$ cat src/rtl/hbm_consts.svh
// Purpose: Offsets, fields, reset values and timing for the motor controller
// Assumes: 20 MHz system clock
// Notes: Definitions only
`ifndef HBM_CONSTS_SVH
`define HBM_CONSTS_SVH
`define HBM_OFS_BRIDGE_ENABLE 8'h00
`define HBM_OFS_ROTATION_DIRECTION 8'h04
`define HBM_OFS_SPEED_DUTY 8'h08
`define HBM_OFS_ENCODER_MEASURE_ENABLE 8'h0C
`define HBM_OFS_RAW_SPEED_PERIOD 8'h10
`define HBM_ADDR_MSB 7
`define HBM_DUTY_W 10
`define HBM_RAW_W 16
`define HBM_RST_BIT 1'h0
`define HBM_RST_DUTY 10'h000
`define HBM_RST_RAW 16'h0000
`define HBM_CLK_HZ 20000000
`define HBM_TICK_HZ 1000000
`define HBM_TICK_DIV (`HBM_CLK_HZ / `HBM_TICK_HZ)
`define HBM_TICK_CNT_W 5
`define HBM_HTRANS_NONSEQ 2'h2
`endif

$ cat src/rtl/hbm_pkg.sv
// Purpose: Types for the motor controller
// Assumes: Nothing
// Notes: Constants live in hbm_consts.svh
package hbm_pkg;
  typedef enum logic [1:0] {
    HBM_MEAS_IDLE = 2'b00,
    HBM_MEAS_ARM = 2'b01,
    HBM_MEAS_COUNT = 2'b10,
    HBM_MEAS_DONE = 2'b11
  } hbm_meas_state_t;
endpackage

$ cat src/rtl/hbm_ctl_if.sv
// Purpose: Control bundle from register file to PWM generator
// Assumes: Single clock
// Notes: One producer, one consumer
`timescale 1ns/1ns
interface hbm_ctl_if;
  logic enable;
  logic [9:0] duty;
  logic pwm;
  modport src (output enable, output duty, input pwm);
  modport dst (input enable, input duty, output pwm);
endinterface

$ cat src/rtl/hbm_pwm.sv
// Purpose: 10-bit PWM generator for the bridge drive
// Assumes: Duty steady or changing at any time; compared every clock, takes effect on the next clock
// Notes: Output low while disabled
`timescale 1ns/1ns
`include "hbm_consts.svh"
module hbm_pwm (
  input wire logic hclk,
  input wire logic hresetn,
  hbm_ctl_if.dst ctl
);
  import hbm_pkg::*;
  logic [`HBM_DUTY_W-1:0] cnt;
  logic [`HBM_DUTY_W-1:0] next_cnt;
  logic pwm_q;
  logic next_pwm_q;
  always_comb begin
    next_cnt = ctl.enable ? cnt + 10'h001 : `HBM_RST_DUTY;
    // Duty compare, all ones full on
    next_pwm_q = ctl.enable && ((ctl.duty == 10'h3FF) || (cnt < ctl.duty));
  end
  always_ff @(posedge hclk or negedge hresetn) begin
    if (!hresetn) begin
      cnt <= `HBM_RST_DUTY;
      pwm_q <= 1'b0;
    end else begin
      cnt <= next_cnt;
      pwm_q <= next_pwm_q;
    end
  end
  assign ctl.pwm = pwm_q;
endmodule

$ cat src/rtl/hbm_top.sv
// Purpose: Single-channel H-bridge motor controller with AHB-Lite registers
// Assumes: Encoder input synchronous to hclk; zero-wait-state slave
// Notes on behaviour
// - Bit 0 at 0x00 is a read/write bridge enable that resets to zero and switches drive.
// - Bit 0 at 0x04 picks clockwise on zero and counter-clockwise on one, reset zero.
// - Bits 9:0 at 0x08 set the PWM duty, all ones maximum and all zeros minimum.
// - Bit 0 at 0x0C starts an encoder measurement, only while the bridge is enabled.
// - Bits 15:0 at 0x10 read the measured value, upper bits zero, writes ignored.
// - The measured value is the encoder pulse period counted in 1 MHz ticks.
// - One value per enable; software clears and sets the enable again for another.
// - Bits above each field are ignored on write and read as zero.
`timescale 1ns/1ns
`include "hbm_consts.svh"
module hbm_top (
  input wire logic hclk,
  input wire logic hresetn,
  input wire logic hsel,
  input wire logic [31:0] haddr,
  input wire logic [1:0] htrans,
  input wire logic hwrite,
  input wire logic [2:0] hsize,
  input wire logic [31:0] hwdata,
  input wire logic hready,
  output logic [31:0] hrdata,
  output logic hreadyout,
  output logic hresp,
  input wire logic encoder_pulse,
  output logic bridge_pwm,
  output logic bridge_dir,
  output logic measure_done
);
  import hbm_pkg::*;

  // Bus data phase capture
  logic wr_pend;
  logic next_wr_pend;
  logic [`HBM_ADDR_MSB:0] wr_addr;
  logic [`HBM_ADDR_MSB:0] next_wr_addr;
  logic access;
  assign access = hsel && hready && (htrans == `HBM_HTRANS_NONSEQ);

  // Registers
  logic bridge_enable;
  logic next_bridge_enable;
  logic rotation_direction;
  logic next_rotation_direction;
  logic [`HBM_DUTY_W-1:0] speed_duty;
  logic [`HBM_DUTY_W-1:0] next_speed_duty;
  logic encoder_measure_enable;
  logic next_encoder_measure_enable;
  logic [`HBM_RAW_W-1:0] raw_speed_period;
  logic [`HBM_RAW_W-1:0] next_raw_speed_period;
  logic [31:0] next_hrdata;

  // Measurement state
  hbm_meas_state_t state;
  hbm_meas_state_t next_state;
  logic [`HBM_TICK_CNT_W-1:0] div_cnt;
  logic [`HBM_TICK_CNT_W-1:0] next_div_cnt;
  logic tick;
  logic [`HBM_RAW_W-1:0] period_cnt;
  logic [`HBM_RAW_W-1:0] next_period_cnt;
  logic enc_q;
  logic next_enc_q;
  logic enc_rise;

  always_comb begin
    next_wr_pend = access && hwrite;
    next_wr_addr = haddr[`HBM_ADDR_MSB:0];
    next_bridge_enable = bridge_enable;
    next_rotation_direction = rotation_direction;
    next_speed_duty = speed_duty;
    next_encoder_measure_enable = encoder_measure_enable;
    if (wr_pend) begin
      case (wr_addr)
        `HBM_OFS_BRIDGE_ENABLE: begin
          next_bridge_enable = hwdata[0];
        end
        `HBM_OFS_ROTATION_DIRECTION: begin
          next_rotation_direction = hwdata[0];
        end
        `HBM_OFS_SPEED_DUTY: begin
          next_speed_duty = hwdata[`HBM_DUTY_W-1:0];
        end
        `HBM_OFS_ENCODER_MEASURE_ENABLE: begin
          next_encoder_measure_enable = hwdata[0];
        end
        default: begin
          next_bridge_enable = bridge_enable;
        end
      endcase
    end
    next_hrdata = hrdata;
    if (access && !hwrite) begin
      case (haddr[`HBM_ADDR_MSB:0])
        `HBM_OFS_BRIDGE_ENABLE: begin
          next_hrdata = {31'h0000_0000, bridge_enable};
        end
        `HBM_OFS_ROTATION_DIRECTION: begin
          next_hrdata = {31'h0000_0000, rotation_direction};
        end
        `HBM_OFS_SPEED_DUTY: begin
          next_hrdata = {22'h00_0000, speed_duty};
        end
        `HBM_OFS_ENCODER_MEASURE_ENABLE: begin
          next_hrdata = {31'h0000_0000, encoder_measure_enable};
        end
        `HBM_OFS_RAW_SPEED_PERIOD: begin
          next_hrdata = {16'h0000, raw_speed_period};
        end
        default: begin
          next_hrdata = 32'h0000_0000;
        end
      endcase
    end
  end

  always_ff @(posedge hclk or negedge hresetn) begin
    if (!hresetn) begin
      wr_pend <= 1'b0;
      wr_addr <= `HBM_OFS_BRIDGE_ENABLE;
      bridge_enable <= `HBM_RST_BIT;
      rotation_direction <= `HBM_RST_BIT;
      speed_duty <= `HBM_RST_DUTY;
      encoder_measure_enable <= `HBM_RST_BIT;
      hrdata <= 32'h0000_0000;
    end else begin
      wr_pend <= next_wr_pend;
      wr_addr <= next_wr_addr;
      bridge_enable <= next_bridge_enable;
      rotation_direction <= next_rotation_direction;
      speed_duty <= next_speed_duty;
      encoder_measure_enable <= next_encoder_measure_enable;
      hrdata <= next_hrdata;
    end
  end

  assign hreadyout = 1'b1;
  assign hresp = 1'b0;

  // Measurement: period between two encoder rising edges
  assign enc_rise = encoder_pulse && !enc_q;
  assign tick = (div_cnt == `HBM_TICK_CNT_W'(`HBM_TICK_DIV - 1));

  always_comb begin
    next_enc_q = encoder_pulse;
    next_div_cnt = tick ? '0 : div_cnt + 5'h01;
    next_state = state;
    next_period_cnt = period_cnt;
    next_raw_speed_period = raw_speed_period;
    case (state)
      HBM_MEAS_IDLE: begin
        if (encoder_measure_enable && bridge_enable) begin
          next_state = HBM_MEAS_ARM;
        end
      end
      HBM_MEAS_ARM: begin
        if (enc_rise) begin
          next_state = HBM_MEAS_COUNT;
          next_period_cnt = `HBM_RST_RAW;
        end
      end
      HBM_MEAS_COUNT: begin
        if (enc_rise) begin
          next_state = HBM_MEAS_DONE;
          next_raw_speed_period = period_cnt;
        end else if (tick && period_cnt != 16'hFFFF) begin
          next_period_cnt = period_cnt + 16'h0001;
        end
      end
      HBM_MEAS_DONE: begin
        if (!encoder_measure_enable) begin
          next_state = HBM_MEAS_IDLE;
        end
      end
      default: begin
        next_state = HBM_MEAS_IDLE;
      end
    endcase
    if (!bridge_enable && (state == HBM_MEAS_ARM || state == HBM_MEAS_COUNT)) begin
      next_state = HBM_MEAS_IDLE;
    end
    if (!bridge_enable && state == HBM_MEAS_DONE && !encoder_measure_enable) begin
      next_state = HBM_MEAS_IDLE;
    end
    // Clearing enable drops a pending run
    if (!encoder_measure_enable && (state == HBM_MEAS_ARM || state == HBM_MEAS_COUNT)) begin
      next_state = HBM_MEAS_IDLE;
    end
  end

  always_ff @(posedge hclk or negedge hresetn) begin
    if (!hresetn) begin
      state <= HBM_MEAS_IDLE;
      div_cnt <= '0;
      period_cnt <= `HBM_RST_RAW;
      raw_speed_period <= `HBM_RST_RAW;
      enc_q <= 1'b0;
    end else begin
      state <= next_state;
      div_cnt <= next_div_cnt;
      period_cnt <= next_period_cnt;
      raw_speed_period <= next_raw_speed_period;
      enc_q <= next_enc_q;
    end
  end

  // PWM stage
  hbm_ctl_if ctl ();
  assign ctl.enable = bridge_enable;
  assign ctl.duty = speed_duty;
  hbm_pwm u_pwm (
    .hclk(hclk),
    .hresetn(hresetn),
    .ctl(ctl.dst)
  );
  assign bridge_pwm = ctl.pwm;
  assign bridge_dir = rotation_direction;
  assign measure_done = (state == HBM_MEAS_DONE);
endmodule
$ cat config.mk
export PLATFORM = sky130hd
export DESIGN_NAME = hbm_top
export DESIGN_NICKNAME = d
export VERILOG_FILES = /design/src/rtl/hbm_pkg.sv /design/src/rtl/hbm_ctl_if.sv /design/src/rtl/hbm_pwm.sv /design/src/rtl/hbm_top.sv
export VERILOG_INCLUDE_DIRS = /design/src /design/src/rtl
export SDC_FILE = /design/constraint.sdc
export NUM_CORES = 1
export LEC_CHECK = 0
export BUFFER_PORTS_ARGS = -buffer_cell sky130_fd_sc_hd__buf_2
export CAP_MARGIN = 20
export CORE_MARGIN = 3
export CORE_UTILIZATION = 40
export DETAILED_ROUTE_END_ITERATION = 6
export SLEW_MARGIN = 20
export SYNTH_ARGS = -nofsm -noshare
export SYNTH_HDL_FRONTEND = slang
export SYNTH_SLANG_ARGS = --single-unit
$ cat constraint.sdc
create_clock -name hclk -period 2.1 [get_ports hclk]
set_input_delay 0.42 -clock hclk [delete_from_list [all_inputs] [get_ports hclk]]
set_output_delay 0.42 -clock hclk [all_outputs]
set_load 0.1 [all_outputs]
==> results of run 1 <==
## path summary, 6_finish.rpt
kind,startpoint,endpoint,slack (ns),cells past startpoint
min in group asynchronous,hresetn,hrdata[14],0.49,2
hold / removal,haddr[5],wr_addr[5],0.17,1
setup / recovery,state[0],period_cnt[12],0.13,8
hold reg to reg,div_cnt[0],div_cnt[0],0.46,1
max in group asynchronous,hresetn,div_cnt[3],0.96,3
setup reg to reg,state[0],period_cnt[12],0.13,8
## layout make-up
class | instances | area [um2] | share of cell area [%]
flip-flops and latches | 89 | 2230 | 44.4
multi-input cells | 284 | 2000 | 39.9
repair buffers | 59 | 370 | 7.38
well taps | 136 | 170 | 3.39
clock buffers | 9 | 124 | 2.47
inverters | 18 | 67.6 | 1.35
clock inverters | 7 | 55.1 | 1.10
## state kept, by name (all words and copies together), names as in the netlist, 2 cells and up
signal	flops
div_cnt	5
hrdata	16
ctl.duty	10
wr_addr	8
state	2
u_pwm.cnt	10
period_cnt	16
raw_speed_period	16
## critical path, delay by kind of cell (launching register included)
| family | cells | cell delay (ns) |
|---|---|---|
| flip-flops | 1 | 0.39 |
| AND/OR/NAND/NOR | 2 | 0.80 |
| buffers and inverters | 2 | 0.22 |
| adder cells (fa/ha/maj) | 1 | 0.23 |
| AO/OA/AOI/OAI | 3 | 0.28 |
## cell usage after synthesis, types with 2 or more instances
cell type	n	share of area, %
a211o_1	3	0.59
a21o_1	2	0.34
a21oi_1	9	1.0
a22oi_1	10	1.7
a31oi_1	3	0.42
and2_1	9	1.3
and3_1	11	1.5
and4bb_2	2	0.56
buf_2	2	0.22
buf_4	19	3.2
buf_6	4	1.0
clkbuf_1	8	0.67
conb_1	2	0.17
dfrtp_1	89	50
ha_1	16	4.5
inv_1	18	1.5
mux2_2	19	4.8
mux2_4	10	3.4
mux2i_1	3	0.67
nand2_1	46	3.9
nand2b_1	2	0.28
nand3_1	24	2.7
nand3b_1	5	0.84
nand4_1	7	0.98
nand4b_1	2	0.39
nor2_1	10	0.84
nor2b_1	5	0.70
nor4_1	5	0.70
o211ai_1	2	0.34
o21ai_0	25	2.8
o311ai_0	2	0.39
or2_2	2	0.28
or4_1	3	0.51
xnor2_1	8	1.6
## metrics by stage
step | setup WS (ns) | util (%) | hold slack (ns) | cell area [um2]
floorplan | 0.164 | - | 0.124 | 4520
global placement | 0.104 | 45.6 | 0.339 | 4810
detailed placement | 0.0789 | 45.6 | 0.343 | 4810
CTS | 0.0523 | 47.4 | 0.154 | 5000
global route | 0.00655 | 47.5 | 0.144 | 5020
finish | 0.128 | 47.5 | 0.174 | 5020
## layer usage
metal	track usage (%)	vias to the layer above	wire (um)
li1	-	1523	-
met1	22.2	1481	4420
met2	22.2	87	3860
met3	2.23	11	488
met4	6.49	0	141
met5	0	-	0
## report_power, final
group,internal (mW),switching (mW)
clock network,0.438,0.650
logic,0.161,0.337
registers,1.77,0.0589
total,2.37,1.04
## cell families after synthesis
| group | count (synthesis) | synth area share [%] |
|---|---|---|
| and+or+nand+nor | 143 | 17.8 |
| DFF | 89 | 50.0 |
| other | 2 | 0.169 |
| xor gates and xnor gates | 9 | 1.77 |
| buffers and inverters | 51 | 6.63 |
| adders and majority gates | 16 | 4.49 |
| muxes | 33 | 9.35 |
| AOI/OAI and AO/OA | 65 | 9.85 |
## repair_timing
item / in CTS / in global routing
hold buffers: 1 / 0
setup endpoints to repair: 0 / 8
resized for setup: 0 / 6
endpoints found under the hold margin: 23 / 0
==> parameters.txt, run 1 <==
Parameter                              Value

Synth
  Post-synth cell types ... 55
  Register bit count reported by yosys ... 89
  Asr flop ratio synth ... 100%
  Number of instances in the synthesized netlist ... 408
  Syn. warnings ... 0
  Sequential cell area fraction in the yosys report ... 50.0%
  EDFF count, synth ... 0
  Dominant synthesized flop cell ... dfrtp_1
  Area of the mapped netlist ... 4460 um2
  Average cell area after synthesis ... 10.9 um2

Floorplan
  Height of the die ... 112 um
  Chip width ... 112 um
  Number of core rows ... 37
  Area of the core ... 10600 um2
  Effective utilization at floorplan ... 42.2%
  IO Count ... 112
  Floorplan die area ... 12400 um2

Pwr
  Overall power of the completed layout ... 3.41 mW
  Power density relative to cell area ... 680 nW/um2
  Worst IR Drop VDD ... 0.337 mV
  Pleak ... 2.43 nW

STA
  Largest clock skew in the final design ... 0.00859 ns
  Final Critical Period ... 1.97 ns
  Setup total negative slack ... 0 ns
  Pins Over Slew Limit ... 0
  Hold Violations, Final ... 0
  Final setup viols ... 0
  Maximum operating frequency ... 507 MHz
  Setup repair after global routing missed its margin ... false
  Period utilization ... 93.9%

Min path
  Worst hold path class ... in2reg

Clock network
  Postcts setup bufs ... 0
  Buffer cell driving the clock tree root ... clkbuf_8
  CTS tree ... built
  Clock slew seen by the registers of the worst setup and hold paths ... 0.10 ns
  H-tree depth ... 3
  TritonCTS Buffers ... 9
  Num Clock Sinks ... 89
  Largest buffer count on any clock path ... 2
  Source-to-sink clock delay at the later pin of the worst-skew pair ... 0.36 ns

Worst setup path
  Critical path, cell by cell ... inv_1, ha_1, and4bb_2, a31o_4, o31ai_4, buf_6, or4b_1, o211ai_1
  Startpoint Class ... register
  Required time of the critical path ... 2.39 ns
  Critical Path End Type ... register
  Worst path max stage delay ... 0.47 ns
  Crit path kind ... reg2reg
  Largest fanout of any net on the critical path ... 14
  Max stage delay cell, worst path ... or4b_1
  Worst Path Arrival ... 2.26 ns

Global routing
  Maximum number of pins on one net before global-route repair ... 67
  Antenna violations before repair ... 0
  Vias in the first global route ... 3068
  Total global routing overflow ... 0
  Total Routing Usage GR ... 15.1%
  Wire length of the first global-routing pass ... 15400 um

Layout
  Most frequent cells in the layout ... 89 x dfrtp_1, 46 x nand2_1, 43 x buf_2
  Number of antenna diodes ... 0
  Fillers ... 972
  Layout overhead on the synthesized area ... 12.6%
  Layout cells sized above 1 ... 25.3%
  Number of standard cells in the layout, taps in and fillers out ... 602
  Final layout net count ... 552
  Most common library cell in the layout ignoring fill and taps ... dfrtp_1

Detailed routing
  Number of remaining DRC errors ... 0
  Wirelength per Cell ... 14.8 um
  Total iterations of the first detailed-routing run ... 4
  Routed wire length ... 8910 um
  Residual antenna-violating net count after detailed routing ... 0
  Via total after detailed routing ... 3102
  Initial detailed-routing violation count ... 212
  Vias per Instance ... 5.15

Place
  Number of placed instances, taps included ... 585
  Sum of net half-perimeters after detailed placement ... 6440 um
  Placer congestion estimate ... 0.798
  Number of buffer cells added on primary ports ... 44

Flow run
  Total of max-cap violations ... 0

Run status
  Run status ... finished, final reports clean
Power figures use the tool's default switching activity.
==> inputs of run 2 (changes only) <==
- ABC_AREA: unset -> 1
==> run 2 against run 1 <==
Compared with the run above: clock skew decreased by 0.0036 ns; clock power increased by 49%; core utilization decreased by 0.64 points; area after synthesis increased by 1.1%; power increased by 21%; sequential share of layout area decreased by 0.96 points; die area increased by 1.0%; register-to-register slack improved by 0.25 ns; largest power group unchanged.
==> parameters.txt, run 2 <==
Parameter                              Value

Layout
  Leading registers by flop count ... hrdata: 16 flops, period_cnt: 16 flops, raw_speed_period: 16 flops
  Most frequent cells in the layout ... 152 x nand2_1, 89 x dfrtp_1, 53 x inv_1
  Number of antenna diodes ... 0
  Layout overhead on the synthesized area ... 13.9%
  Layout cells sized above 1 ... 16.2%
  Number of standard cells in the layout, taps in and fillers out ... 733
  Fillers ... 1054
  Most common library cell in the layout ignoring fill and taps ... nand2_1
  Final layout net count ... 679

Worst setup path
  Termination of the worst setup path ... measure_done
  Startpoint Class ... register
  Critical Path End Type ... primary output
  Critical path, cell by cell ... ha_1, buf_2
  Crit path kind ... reg2out
  Largest fanout of any net on the critical path ... 4
  Required time of the critical path ... 1.68 ns
  Launch point of the critical path ... state[0]
  Worst reg2reg startpoint ... state[0]
  Cell depth of the worst flop-to-flop path ... 9
  Worst path max stage delay ... 0.44 ns
  Worst Path Arrival ... 1.39 ns
  Worst-case register-to-register setup slack ... 0.38 ns
  Endpoint of the worst-slack reg-to-reg timing path ... period_cnt[4]
  Max stage delay cell, worst path ... buf_2

STA
  Worst Max-Slew Pin Slew ... 0.563 ns
  Final Critical Period ... 1.81 ns
  Relative slew slack ... 62.1%
  Setup total negative slack ... 0 ns
  Period utilization ... 86.2%
  Hold Violations, Final ... 0
  Final setup viols ... 0
  Pins Over Slew Limit ... 0
  Largest clock skew in the final design ... 0.00502 ns
  Maximum operating frequency ... 553 MHz
  Setup repair after global routing missed its margin ... false

Clock network
  TritonCTS Buffers ... 9
  Number of hold buffers added after cts ... 1
  CTS tree ... built
  Source-to-sink clock delay at the later pin of the worst-skew pair ... 0.34 ns
  Postcts setup bufs ... 0
  Num Clock Sinks ... 89
  Buffer cell driving the clock tree root ... clkbuf_16
  Resized Gates After CTS ... 0
  Largest buffer count on any clock path ... 2
  H-tree depth ... 3
  Clock slew seen by the registers of the worst setup and hold paths ... 0.06 ns

Global routing
  Vias in the first global route ... 3467
  GRT busiest layer ... met2
  GR Util met1 ... 21.2%
  Wire length of the first global-routing pass ... 16600 um
  Total global routing overflow ... 0
  Total Routing Usage GR ... 16.3%
  Maximum number of pins on one net before global-route repair ... 38
  Met3 usage ... 2.70%
  Met2 track demand over resource ... 26.6%
  Antenna violations before repair ... 0

Detailed routing
  Vias per Instance ... 4.72
  Wirelength per Cell ... 13.1 um
  Initial detailed-routing violation count ... 205
  Number of remaining DRC errors ... 0
  Total iterations of the first detailed-routing run ... 5
  Residual antenna-violating net count after detailed routing ... 0
  Routed wire length ... 9570 um
  Via total after detailed routing ... 3463

Synth
  Library cell with the highest instance count after synthesis ... nand2_1
  Number of instances in the synthesized netlist ... 537
  Post-synth cell types ... 34
  Dominant synthesized flop cell ... dfrtp_1
  Ranking of synthesized cells by area ... dfrtp_1 49%, nand2_1 13%, ha_1 4.4%
  Area of the mapped netlist ... 4510 um2
  Sequential cell area fraction in the yosys report ... 49.4%
  Syn. warnings ... 0
  Asr flop ratio synth ... 100%
  Most frequent cells after synthesis ... 152 x nand2_1, 89 x dfrtp_1, 53 x inv_1, 47 x nor2_1, 31 x o21ai_0
  Cell taking the most area after synthesis ... dfrtp_1
  Fraction of post-synthesis cell area in the top cell type by area ... 49.4%
  EDFF count, synth ... 0
  Register bit count reported by yosys ... 89
  Average cell area after synthesis ... 8.39 um2

Flow run
  Total of max-cap violations ... 0

Floorplan
  Area of the core ... 10900 um2
  Chip width ... 112 um
  Floorplan die area ... 12600 um2
  Effective utilization at floorplan ... 41.2%
  Height of the die ... 112 um
  Number of core rows ... 38
  IO Count ... 112

Place
  Number of placed instances, taps included ... 716
  Placer congestion estimate ... 0.814
  Number of buffer cells added on primary ports ... 44
  Sum of net half-perimeters after detailed placement ... 7120 um

Pwr
  Power density relative to cell area ... 808 nW/um2
  Worst IR Drop VDD ... 0.342 mV
  Overall power of the completed layout ... 4.15 mW
  Pleak ... 2.70 nW

Run status
  Run status ... finished, final reports clean

Min path
  Worst hold path class ... in2reg
-- run 2: changes by cell type after synthesis, moves of 10 or more --
| cell | before | now |
|---|---|---|
| mux2_4 | 10 | 0 |
| nor2_1 | 10 | 47 |
| inv_1 | 18 | 53 |
| a22oi_1 | 10 | 0 |
| mux2_2 | 19 | 4 |
| a21oi_1 | 9 | 24 |
| nand2_2 | 1 | 12 |
| and3_1 | 11 | 0 |
| nand2_1 | 46 | 152 |
| xor2_1 | 1 | 14 |
-- run 2: kinds of logic (layout without fill, tap and decap cells) --
group | after synthesis | count (layout) | share of synthesized area [%]
compound gates | 64 | 64 | 7.50
xor+xnor | 16 | 16 | 3.11
fa+ha+maj | 16 | 16 | 4.44
buf+inv | 85 | 125 | 9.47
flops | 89 | 89 | 49.4
mux | 4 | 4 | 1.00
other cells | 2 | 18 | 0.167
simple gates | 261 | 261 | 24.9
-- run 2: worst min path at each step --
stage	startpoint	to	slack (ns)	cells past startpoint
after floorplan	hresetn	bridge_dir	0.12	0
after global placement	hresetn	u_pwm.cnt[0]	0.35	1
after detailed placement	hresetn	u_pwm.cnt[0]	0.35	1
after CTS	haddr[0]	wr_addr[0]	0.19	1
after global routing	haddr[0]	wr_addr[0]	0.19	1
final	haddr[0]	wr_addr[0]	0.19	1
-- run 2: power by group --
| part | internal (mW) | leakage (nW) | switching, mW |
|---|---|---|---|
| registers | 1.77 | 1.16 | 0.0387 |
| clock network | 0.927 | 0.139 | 0.690 |
| logic | 0.174 | 1.40 | 0.544 |
-- run 2: metrics by stage --
stage | setup WS [ns] | hold WS (ns) | cell area, um2 | utilization (%)
after detailed placement | 0.292 | 0.348 | 4820 | 44.1
after floorplan | 0.181 | 0.124 | 4570 | -
after CTS | 0.278 | 0.186 | 5130 | 46.9
after global placement | 0.331 | 0.348 | 4820 | 44.1
final | 0.291 | 0.192 | 5130 | 46.9
after global routing | 0.166 | 0.190 | 5130 | 46.9
-- run 2: layout make-up --
cell class | count | area (um2) | share of cell area, %
clock inverters | 6 | 67.6 | 1.32
inverters | 55 | 206 | 4.02
well taps | 140 | 175 | 3.41
multi-input cells | 379 | 1910 | 37.3
flip-flops and latches | 89 | 2230 | 43.4
repair buffers | 54 | 313 | 6.10
clock buffers | 10 | 229 | 4.46
-- run 2: metal layers --
layer  part of all wire (%)  up-vias  routed length, um
met5                      0        -                  0
met1                     46     1611               4380
met4                    2.9        0                280
met2                     47       67               4520
met3                    4.1       23                391
li1                       -     1762                  -
-- run 2: critical path, delay by kind of cell (launching register included) --
| family | cells | cell delay, ns |
|---|---|---|
| fa+ha+maj | 1 | 0.21 |
| flops | 1 | 0.40 |
| buf+inv | 1 | 0.44 |
